<file path="config.mk">
export PLATFORM = sky130hd
export DESIGN_NAME = ostsel_top
export DESIGN_NICKNAME = d
export VERILOG_FILES = /design/src/logic/ostsel_pkg.sv /design/src/logic/ostsel_delay.sv /design/src/logic/ostsel_level_det.sv /design/src/logic/ostsel_top.sv
export SDC_FILE = /design/constraint.sdc
export NUM_CORES = 2
export LEC_CHECK = 0
export BUFFER_PORTS_ARGS = -buffer_cell sky130_fd_sc_hd__buf_2
export CORE_AREA = 2 2 293 295
export CTS_CLUSTER_SIZE = 10
export DETAILED_ROUTE_END_ITERATION = 16
export DIE_AREA = 0 0 295 297
export PLACE_DENSITY = 0.71
export SETUP_SLACK_MARGIN = 0.05
export SLEW_MARGIN = 20
export SYNTH_ARGS = -nofsm -noshare
export SYNTH_HDL_FRONTEND = slang
export SYNTH_SLANG_ARGS = --single-unit
export TNS_END_PERCENT = 20
</file>
<file path="constraint.sdc">
create_clock -name ref_clk_i -period 63.6 [get_ports ref_clk_i]
set_input_delay 3.18 -clock ref_clk_i [delete_from_list [all_inputs] [get_ports ref_clk_i]]
set_output_delay 3.18 -clock ref_clk_i [all_outputs]
set_load 0.02 [all_outputs]
</file>
<file path="src/logic/ostsel_pkg.sv">
package ostsel_pkg;
   localparam int FREQ_W = 16;
   localparam int CNT_W = 32;
   localparam int TEMP_W = 12;
   localparam int CODE_W = 6;
   localparam int PCT_W = 10;
   // hysteresis in tenths of a percent
   localparam logic [PCT_W-1:0] HYST_RESET = 10'h032;
   localparam logic [PCT_W-1:0] PCT_FULL = 10'h3E8;
   localparam int CLK_HZ = 125000000;
   localparam int PULSE_MS = 250;
   localparam int PULSE_CYCLES = CLK_HZ / 1000 * PULSE_MS;
   localparam int TICK_MS = 100;
   localparam int TICK_CYCLES = CLK_HZ / 1000 * TICK_MS;
   localparam int DELAY_W = 15;
   localparam logic [DELAY_W-1:0] DELAY_MAX = 15'h7530;
   localparam logic [CODE_W-1:0] SEL_LOW_RUN = 6'h08;
   localparam logic [CODE_W-1:0] SEL_LOW_HOLD = 6'h09;
   localparam logic [CODE_W-1:0] SEL_REVERSE = 6'h0A;
   localparam logic [CODE_W-1:0] SEL_ZERO_RUN = 6'h0B;
   localparam logic [CODE_W-1:0] SEL_ZERO_HOLD = 6'h0C;
   localparam logic [CODE_W-1:0] SEL_SET_CNT = 6'h0D;
   localparam logic [CODE_W-1:0] SEL_DES_CNT = 6'h0E;
   localparam logic [CODE_W-1:0] SEL_LENGTH = 6'h0F;
   localparam logic [CODE_W-1:0] SEL_SEQ_DONE = 6'h10;
   localparam logic [CODE_W-1:0] SEL_LEVEL_ONE = 6'h11;
   localparam logic [CODE_W-1:0] SEL_LEVEL_TWO = 6'h12;
   localparam logic [CODE_W-1:0] SEL_FREQ_REACH = 6'h13;
   localparam logic [CODE_W-1:0] SEL_COMM = 6'h14;
   localparam logic [CODE_W-1:0] SEL_ANY_FREQ_TWO = 6'h15;
   localparam logic [CODE_W-1:0] SEL_CUR_ONE = 6'h16;
   localparam logic [CODE_W-1:0] SEL_CUR_TWO = 6'h17;
   localparam logic [CODE_W-1:0] SEL_MOD_TEMP = 6'h18;
   localparam logic [CODE_W-1:0] SEL_TIMING = 6'h19;
   localparam logic [CODE_W-1:0] SEL_ZERO_CUR = 6'h1A;
   localparam logic [CODE_W-1:0] SEL_CUR_LIMIT = 6'h1B;
   localparam logic [CODE_W-1:0] SEL_UNDER_VOLT = 6'h1C;
   localparam logic [CODE_W-1:0] SEL_DRV_OVL_WARN = 6'h1D;
   localparam logic [CODE_W-1:0] SEL_MOTOR_HOT = 6'h1E;
   localparam logic [CODE_W-1:0] SEL_MOTOR_OVL = 6'h1F;
endpackage : ostsel_pkg

</file>
<file path="src/logic/ostsel_delay.sv">
`timescale 1ns/1ps
`default_nettype none
// per-terminal on/off delay and polarity
module ostsel_delay
(
   input wire logic ref_clk_i,
   input wire logic rst_n_i,
   input wire logic tick_i,
   input wire logic status_i,
   input wire logic [ostsel_pkg::DELAY_W-1:0] on_delay_i,
   input wire logic [ostsel_pkg::DELAY_W-1:0] off_delay_i,
   input wire logic polarity_i,
   output logic term_o
);
   logic state;
   logic [ostsel_pkg::DELAY_W-1:0] cnt;
   logic [ostsel_pkg::DELAY_W-1:0] target;
   assign target = status_i ? on_delay_i : off_delay_i;
   always_ff @(posedge ref_clk_i)
   begin
      if (!rst_n_i)
         cnt <= '0;
      else if (status_i == state)
         cnt <= '0;
      else if (tick_i && cnt < ostsel_pkg::DELAY_MAX)
         cnt <= cnt + 1'b1;
   end
   always_ff @(posedge ref_clk_i)
   begin
      if (!rst_n_i)
         state <= 1'b0;
      else if (status_i != state && cnt >= target)
         state <= status_i;
   end
   always_ff @(posedge ref_clk_i)
   begin
      if (!rst_n_i)
         term_o <= 1'b0;
      else
         term_o <= state ^ polarity_i;
   end
endmodule : ostsel_delay
`default_nettype wire

</file>
<file path="src/logic/ostsel_level_det.sv">
`timescale 1ns/1ps
`default_nettype none
// frequency level detector with hysteresis
module ostsel_level_det
(
   input wire logic ref_clk_i,
   input wire logic rst_n_i,
   input wire logic [ostsel_pkg::FREQ_W-1:0] freq_i,
   input wire logic [ostsel_pkg::FREQ_W-1:0] level_i,
   input wire logic [ostsel_pkg::PCT_W-1:0] hyst_i,
   output logic det_o
);
   logic [ostsel_pkg::FREQ_W+ostsel_pkg::PCT_W-1:0] prod;
   logic [ostsel_pkg::FREQ_W-1:0] hyst_freq;
   logic [ostsel_pkg::FREQ_W-1:0] off_level;
   assign prod = level_i * hyst_i;
   assign hyst_freq = ostsel_pkg::FREQ_W'(prod / ostsel_pkg::PCT_FULL);
   assign off_level = (hyst_freq > level_i) ? '0 : level_i - hyst_freq;
   always_ff @(posedge ref_clk_i)
   begin
      if (!rst_n_i)
         det_o <= 1'b0;
      else if (freq_i > level_i)
         det_o <= 1'b1;
      else if (freq_i < off_level)
         det_o <= 1'b0;
   end
endmodule : ostsel_level_det
`default_nettype wire

</file>
<file path="src/logic/ostsel_top.sv">
`timescale 1ns/1ps
`default_nettype none
// Function
// - code 8: lower limit, off at stop
// - code 9: lower limit, held at stop
// - code 10: on while reverse running
// - code 11: zero frequency running, off stopped
// - code 12: zero frequency, on when stopped
// - code 13: count reaches set target
// - code 14: count reaches designated target
// - code 15: length exceeds setpoint
// - code 16: 250 ms pulse per sequence
// - codes 17,18: level detectors one, two
// - code 19: frequency reached window
// - code 20: terminal commanded by communication
// - code 21: second any-frequency comparator
// - codes 22,23: current reached comparators
// - code 24: heatsink reaches module threshold
// - code 25: timing enabled and reached
// - codes 26,27: zero current, current limit
// - code 28: on during under-voltage
// - code 29: drive overload pre-warning
// - code 30: motor temperature reaches threshold
// - code 31: motor overload judged
// - level detector hysteresis on/off
// - separate on and off delays
// - polarity bit inverts output sense
module ostsel_top
#(
   parameter int N_TERM = 9,
   parameter int PULSE_CYCLES = ostsel_pkg::PULSE_CYCLES,
   parameter int TICK_CYCLES = ostsel_pkg::TICK_CYCLES
)
(
   input wire logic ref_clk_i,
   input wire logic rst_n_i,
   input wire logic running_i,
   input wire logic reverse_i,
   input wire logic under_volt_i,
   input wire logic [ostsel_pkg::FREQ_W-1:0] run_freq_i,
   input wire logic [ostsel_pkg::FREQ_W-1:0] lower_limit_i,
   input wire logic [ostsel_pkg::CNT_W-1:0] pulse_count_i,
   input wire logic [ostsel_pkg::CNT_W-1:0] set_count_target_i,
   input wire logic [ostsel_pkg::CNT_W-1:0] designated_count_target_i,
   input wire logic [ostsel_pkg::CNT_W-1:0] actual_length_i,
   input wire logic [ostsel_pkg::CNT_W-1:0] length_setpoint_i,
   input wire logic seq_cycle_done_i,
   input wire logic [ostsel_pkg::FREQ_W-1:0] level_one_threshold_i,
   input wire logic [ostsel_pkg::PCT_W-1:0] level_one_hysteresis_i,
   input wire logic [ostsel_pkg::FREQ_W-1:0] level_two_threshold_i,
   input wire logic [ostsel_pkg::PCT_W-1:0] level_two_hysteresis_i,
   input wire logic freq_reached_i,
   input wire logic [N_TERM-1:0] comm_out_i,
   input wire logic any_freq_two_i,
   input wire logic current_one_i,
   input wire logic current_two_i,
   input wire logic [ostsel_pkg::TEMP_W-1:0] heatsink_temp_reading_i,
   input wire logic [ostsel_pkg::TEMP_W-1:0] module_temp_threshold_i,
   input wire logic timing_function_enable_i,
   input wire logic timing_reached_i,
   input wire logic zero_current_i,
   input wire logic current_limit_i,
   input wire logic drive_overload_warn_i,
   input wire logic [ostsel_pkg::TEMP_W-1:0] motor_temp_monitor_i,
   input wire logic [ostsel_pkg::TEMP_W-1:0] motor_overheat_threshold_i,
   input wire logic motor_overload_i,
   input wire logic [N_TERM*ostsel_pkg::CODE_W-1:0] func_sel_i,
   input wire logic [N_TERM*ostsel_pkg::DELAY_W-1:0] on_delay_i,
   input wire logic [N_TERM*ostsel_pkg::DELAY_W-1:0] off_delay_i,
   input wire logic [N_TERM-1:0] output_polarity_select_i,
   output logic [N_TERM-1:0] term_o,
   output logic level_one_o,
   output logic level_two_o
);
   logic low_reached;
   logic zero_freq;
   logic set_cnt_hit;
   logic des_cnt_hit;
   logic length_hit;
   logic mod_hot;
   logic motor_hot;
   logic seq_pulse;
   logic [31:0] pulse_cnt;
   logic [31:0] tick_cnt;
   logic tick;
   logic [N_TERM-1:0] status;

   // registered comparators keep the mux path short
   always_ff @(posedge ref_clk_i)
   begin
      if (!rst_n_i)
      begin
         low_reached <= 1'b0;
         zero_freq <= 1'b0;
         set_cnt_hit <= 1'b0;
         des_cnt_hit <= 1'b0;
         length_hit <= 1'b0;
         mod_hot <= 1'b0;
         motor_hot <= 1'b0;
      end
      else
      begin
         low_reached <= run_freq_i >= lower_limit_i;
         zero_freq <= run_freq_i == '0;
         set_cnt_hit <= pulse_count_i >= set_count_target_i;
         des_cnt_hit <= pulse_count_i >= designated_count_target_i;
         length_hit <= actual_length_i > length_setpoint_i;
         mod_hot <= heatsink_temp_reading_i >= module_temp_threshold_i;
         motor_hot <= motor_temp_monitor_i >= motor_overheat_threshold_i;
      end
   end

   // fixed-width pulse, retriggered by each completion
   always_ff @(posedge ref_clk_i)
   begin
      if (!rst_n_i)
         pulse_cnt <= '0;
      else if (seq_cycle_done_i)
         pulse_cnt <= 32'(PULSE_CYCLES);
      else if (pulse_cnt != '0)
         pulse_cnt <= pulse_cnt - 32'h00000001;
   end
   assign seq_pulse = pulse_cnt != '0;

   // 0.1 s tick for the delay counters
   always_ff @(posedge ref_clk_i)
   begin
      if (!rst_n_i)
         tick_cnt <= '0;
      else if (tick_cnt == 32'(TICK_CYCLES - 1))
         tick_cnt <= '0;
      else
         tick_cnt <= tick_cnt + 32'h00000001;
   end
   assign tick = tick_cnt == 32'(TICK_CYCLES - 1);

   ostsel_level_det u_level_one
   (
      .ref_clk_i(ref_clk_i),
      .rst_n_i(rst_n_i),
      .freq_i(run_freq_i),
      .level_i(level_one_threshold_i),
      .hyst_i(level_one_hysteresis_i),
      .det_o(level_one_o)
   );
   ostsel_level_det u_level_two
   (
      .ref_clk_i(ref_clk_i),
      .rst_n_i(rst_n_i),
      .freq_i(run_freq_i),
      .level_i(level_two_threshold_i),
      .hyst_i(level_two_hysteresis_i),
      .det_o(level_two_o)
   );

   genvar g;
   generate
      for (g = 0; g < N_TERM; g++)
      begin : g_term
         logic [ostsel_pkg::CODE_W-1:0] code;
         assign code = func_sel_i[g*ostsel_pkg::CODE_W +: ostsel_pkg::CODE_W];
         always_comb
         begin
            unique case (code)
               ostsel_pkg::SEL_LOW_RUN: status[g] = running_i && low_reached;
               ostsel_pkg::SEL_LOW_HOLD: status[g] = !running_i || low_reached;
               ostsel_pkg::SEL_REVERSE: status[g] = running_i && reverse_i;
               ostsel_pkg::SEL_ZERO_RUN: status[g] = running_i && zero_freq;
               ostsel_pkg::SEL_ZERO_HOLD: status[g] = !running_i || zero_freq;
               ostsel_pkg::SEL_SET_CNT: status[g] = set_cnt_hit;
               ostsel_pkg::SEL_DES_CNT: status[g] = des_cnt_hit;
               ostsel_pkg::SEL_LENGTH: status[g] = length_hit;
               ostsel_pkg::SEL_SEQ_DONE: status[g] = seq_pulse;
               ostsel_pkg::SEL_LEVEL_ONE: status[g] = level_one_o;
               ostsel_pkg::SEL_LEVEL_TWO: status[g] = level_two_o;
               ostsel_pkg::SEL_FREQ_REACH: status[g] = freq_reached_i;
               ostsel_pkg::SEL_COMM: status[g] = comm_out_i[g];
               ostsel_pkg::SEL_ANY_FREQ_TWO: status[g] = any_freq_two_i;
               ostsel_pkg::SEL_CUR_ONE: status[g] = current_one_i;
               ostsel_pkg::SEL_CUR_TWO: status[g] = current_two_i;
               ostsel_pkg::SEL_MOD_TEMP: status[g] = mod_hot;
               ostsel_pkg::SEL_TIMING:
                  status[g] = timing_function_enable_i && timing_reached_i;
               ostsel_pkg::SEL_ZERO_CUR: status[g] = zero_current_i;
               ostsel_pkg::SEL_CUR_LIMIT: status[g] = current_limit_i;
               ostsel_pkg::SEL_UNDER_VOLT: status[g] = under_volt_i;
               ostsel_pkg::SEL_DRV_OVL_WARN: status[g] = drive_overload_warn_i;
               ostsel_pkg::SEL_MOTOR_HOT: status[g] = motor_hot;
               ostsel_pkg::SEL_MOTOR_OVL: status[g] = motor_overload_i;
               default: status[g] = 1'b0;
            endcase
         end

         ostsel_delay u_delay
         (
            .ref_clk_i(ref_clk_i),
            .rst_n_i(rst_n_i),
            .tick_i(tick),
            .status_i(status[g]),
            .on_delay_i(on_delay_i[g*ostsel_pkg::DELAY_W +: ostsel_pkg::DELAY_W]),
            .off_delay_i(off_delay_i[g*ostsel_pkg::DELAY_W +: ostsel_pkg::DELAY_W]),
            .polarity_i(output_polarity_select_i[g]),
            .term_o(term_o[g])
         );

      end
   endgenerate
endmodule : ostsel_top
`default_nettype wire

</file>
==> flow_metrics.env <==
export IMPL_ys_seq_area_share_pct=10.8
export IMPL_placedInstanceArea_mm2=0.0459
export IMPL_synth_seq_cells=226
export IMPL_num_vias=41200
export IMPL_r2r_end="g_term[5].u_delay.state$_SDFFE_PN0P_"
export IMPL_max_stage_delay_ps=1010
export IMPL_crit_end="u_level_two.det_o$_SDFFE_PN0P_"
export IMPL_outcome="completed"
export IMPL_clock_latency_ps=540
export IMPL_final_nets=7252
export IMPL_core_area_mm2=0.0845
export IMPL_row_count=107
export IMPL_htree_levels=1
export IMPL_wl_per_cell_um=18.9
export IMPL_antenna_found_initial=27
export IMPL_rr_worst_depth=32
export IMPL_cts_tree="done"
export IMPL_synthesis_nets=6751
export IMPL_startpoint_type="primary input"
export IMPL_synthArstFlopShare_pct=0
export IMPL_crit_cells=90
export IMPL_cts_buffers=27
export IMPL_drive_above_1_share_pct=15.4
export IMPL_syn_inst=5381
export IMPL_cp_arrival_ps=26140
export IMPL_max_freq_mhz=38.9
export IMPL_worst_path_buf_inv=8
export IMPL_crit_fanout=17
export IMPL_syn2layout_area_growth_pct=11.4
export IMPL_synth_top_area_share_pct=14.9
export IMPL_synth_area_top_cells="ha_1, dfxtp_1, fa_1, mux2i_1, nand2_1"
export IMPL_portBuffers=660
export IMPL_grt_pass1_vias=38300
export IMPL_path_delay_family="compound AO/OA/AOI/OAI gates"
export IMPL_fin_crit_ps=25710
export IMPL_ys_top_cells_by_count="ha_1, nand2_1, nor2_1"
export IMPL_yosys_warnings=0
export IMPL_worstReg2RegStart="pulse_cnt[2]$_SDFFE_PP0P_"
export IMPL_yosys_cell_count_top_type="ha_1"
export IMPL_fillerInstances=7993
export IMPL_ant_nets=0
export IMPL_clkTransAtPathRegs_ps=60
export IMPL_finalSetupViolations=0
export IMPL_critPathKind="primary input to flop"
export IMPL_post_cts_setup_buffer_count=0
export IMPL_cp_required_ps=64040
export IMPL_via_per_inst=5.84
export IMPL_wl_mm=133
export IMPL_worst_pin_slew_ps=1180
export IMPL_cp_startpoint="level_two_hysteresis_i[6]"
export IMPL_grt_overflow=0
export IMPL_grt_pass1_wl_mm=208
export IMPL_final_period_utilization_pct=40.4
export IMPL_end_kind="flop"
export IMPL_maxSlewHeadroom_pct=20.9
export IMPL_setup_tns_ps=0
export IMPL_grt_max_degree=53
export IMPL_postCtsResizedCells=0
export IMPL_die_w_um=295
export IMPL_rsz0062_at_grt="false"
export IMPL_synth_cell_types=135
export IMPL_syn_area_per_cell_um2=7.78
export IMPL_max_cap_violations=0
export IMPL_final_area_mm2=0.0467
export IMPL_fp_dieArea_mm2=0.0876
export IMPL_drt_pass1_iterations=6
export IMPL_routabilityCongestion=0.935
export IMPL_die_h_um=297
export IMPL_clock_sinks=226
export IMPL_syn_area_mm2=0.0419
export IMPL_hold_path_class="flop to flop"
export IMPL_finalHoldViolCount=0
export IMPL_io_pin_count=661
export IMPL_hpwl_mm=108
export IMPL_synth_edff_count=0
export IMPL_cpMaxStageDelayCell="nor3_1"
export IMPL_drt_initial_drc_count=2719
export IMPL_ys_flop_type="dfxtp_1"
export IMPL_clockBufferDepth=3
export IMPL_root_buffer="clkbuf_16"
export IMPL_gr_usage_all_layers_pct=29.3
export IMPL_drc_errors=0
export IMPL_ctsHoldBuffers=0
export IMPL_synth_top_area_cell="ha_1"
export IMPL_crit_top_cell="a21o_1"
export IMPL_skew_ps=21.9
export IMPL_r2r_setup_slack_ps=56550
export IMPL_start_util_pct=49.6
export IMPL_maxSlewViolCount=0
registers in the layout, indices dropped and copies added (netlist names), 9 cells and up:
| signal | count |
|---|---|
| g_term.u_delay.term_o | 9 |
| g_term.u_delay.cnt | 135 |
| tick_cnt | 32 |
| g_term.u_delay.state | 9 |
| pulse_cnt | 32 |
through the flow:
step	worst slack [ps]	utilization (%)	instances	hold WS, ps
after detailed placement	37640	54.3	6997	454
after floorplan	40750	-	5381	426
final	37890	55.2	7043	463
after CTS	38180	55.2	7030	462
after global placement	38190	54.3	6997	442
after global routing	35950	55.2	7037	482
area by class of cell:
type	count	area (um^2)	area share, %
inverters	435	1640	3.51
well taps	1144	1430	3.07
diodes	13	32.5	0.0697
clock inverters	4	20.0	0.0429
flip-flops and latches	226	4520	9.70
multi-input cells	4511	34900	74.7
repair buffers	681	3460	7.42
clock buffers	29	683	1.46
cells by family (layout without fill, tap and decap cells):
| group | after synthesis | in the layout | synth area share [%] |
|---|---|---|---|
| AOI/OAI and AO/OA | 1215 | 1215 | 20.0 |
| xor gates and xnor gates | 333 | 333 | 7.02 |
| adders and majority gates | 727 | 727 | 25.7 |
| buffers and inverters | 644 | 1149 | 6.04 |
| DFF | 226 | 226 | 10.8 |
| muxes | 267 | 267 | 6.97 |
| other | 0 | 13 | 0 |
| and+or+nand+nor | 1969 | 1969 | 23.5 |
cell usage in the layout (no fill, tap or decap), drive strengths merged, types with 110 or more instances in the layout:
cell and instances:
ha 498, nor2 482, mux2i 214, fa 222
o21ai 245, a21o 124, buf 681, a21oi 309
nand3 150, and2 204, dfxtp 226, inv 433
nand2b 115, nor2b 113, xor2 137, nor3 110
xnor2 196, nand2 480
routing by layer:
metal,global-route usage [%],share of wire (%)
met1,38.9,43
met2,47.9,46
met3,4.62,8.0
met4,10.6,3.8
met5,0,0.081
how the worst min path moves through the flow:
stage,from,endpoint,slack (ps),cells past startpoint
finish,tick_cnt[0]$_SDFF_PP0_,tick_cnt[0]$_SDFF_PP0_,460,1
global route,tick_cnt[0]$_SDFF_PP0_,tick_cnt[0]$_SDFF_PP0_,480,1
CTS,tick_cnt[0]$_SDFF_PP0_,tick_cnt[0]$_SDFF_PP0_,460,1
detailed placement,tick_cnt[0]$_SDFF_PP0_,tick_cnt[0]$_SDFF_PP0_,450,1
global placement,tick_cnt[0]$_SDFF_PP0_,tick_cnt[0]$_SDFF_PP0_,440,1
floorplan,tick_cnt[0]$_SDFF_PP0_,tick_cnt[0]$_SDFF_PP0_,430,1
Power is not shown: default switching activity piles up to over one toggle a cycle in this logic, so the estimate is an artifact.
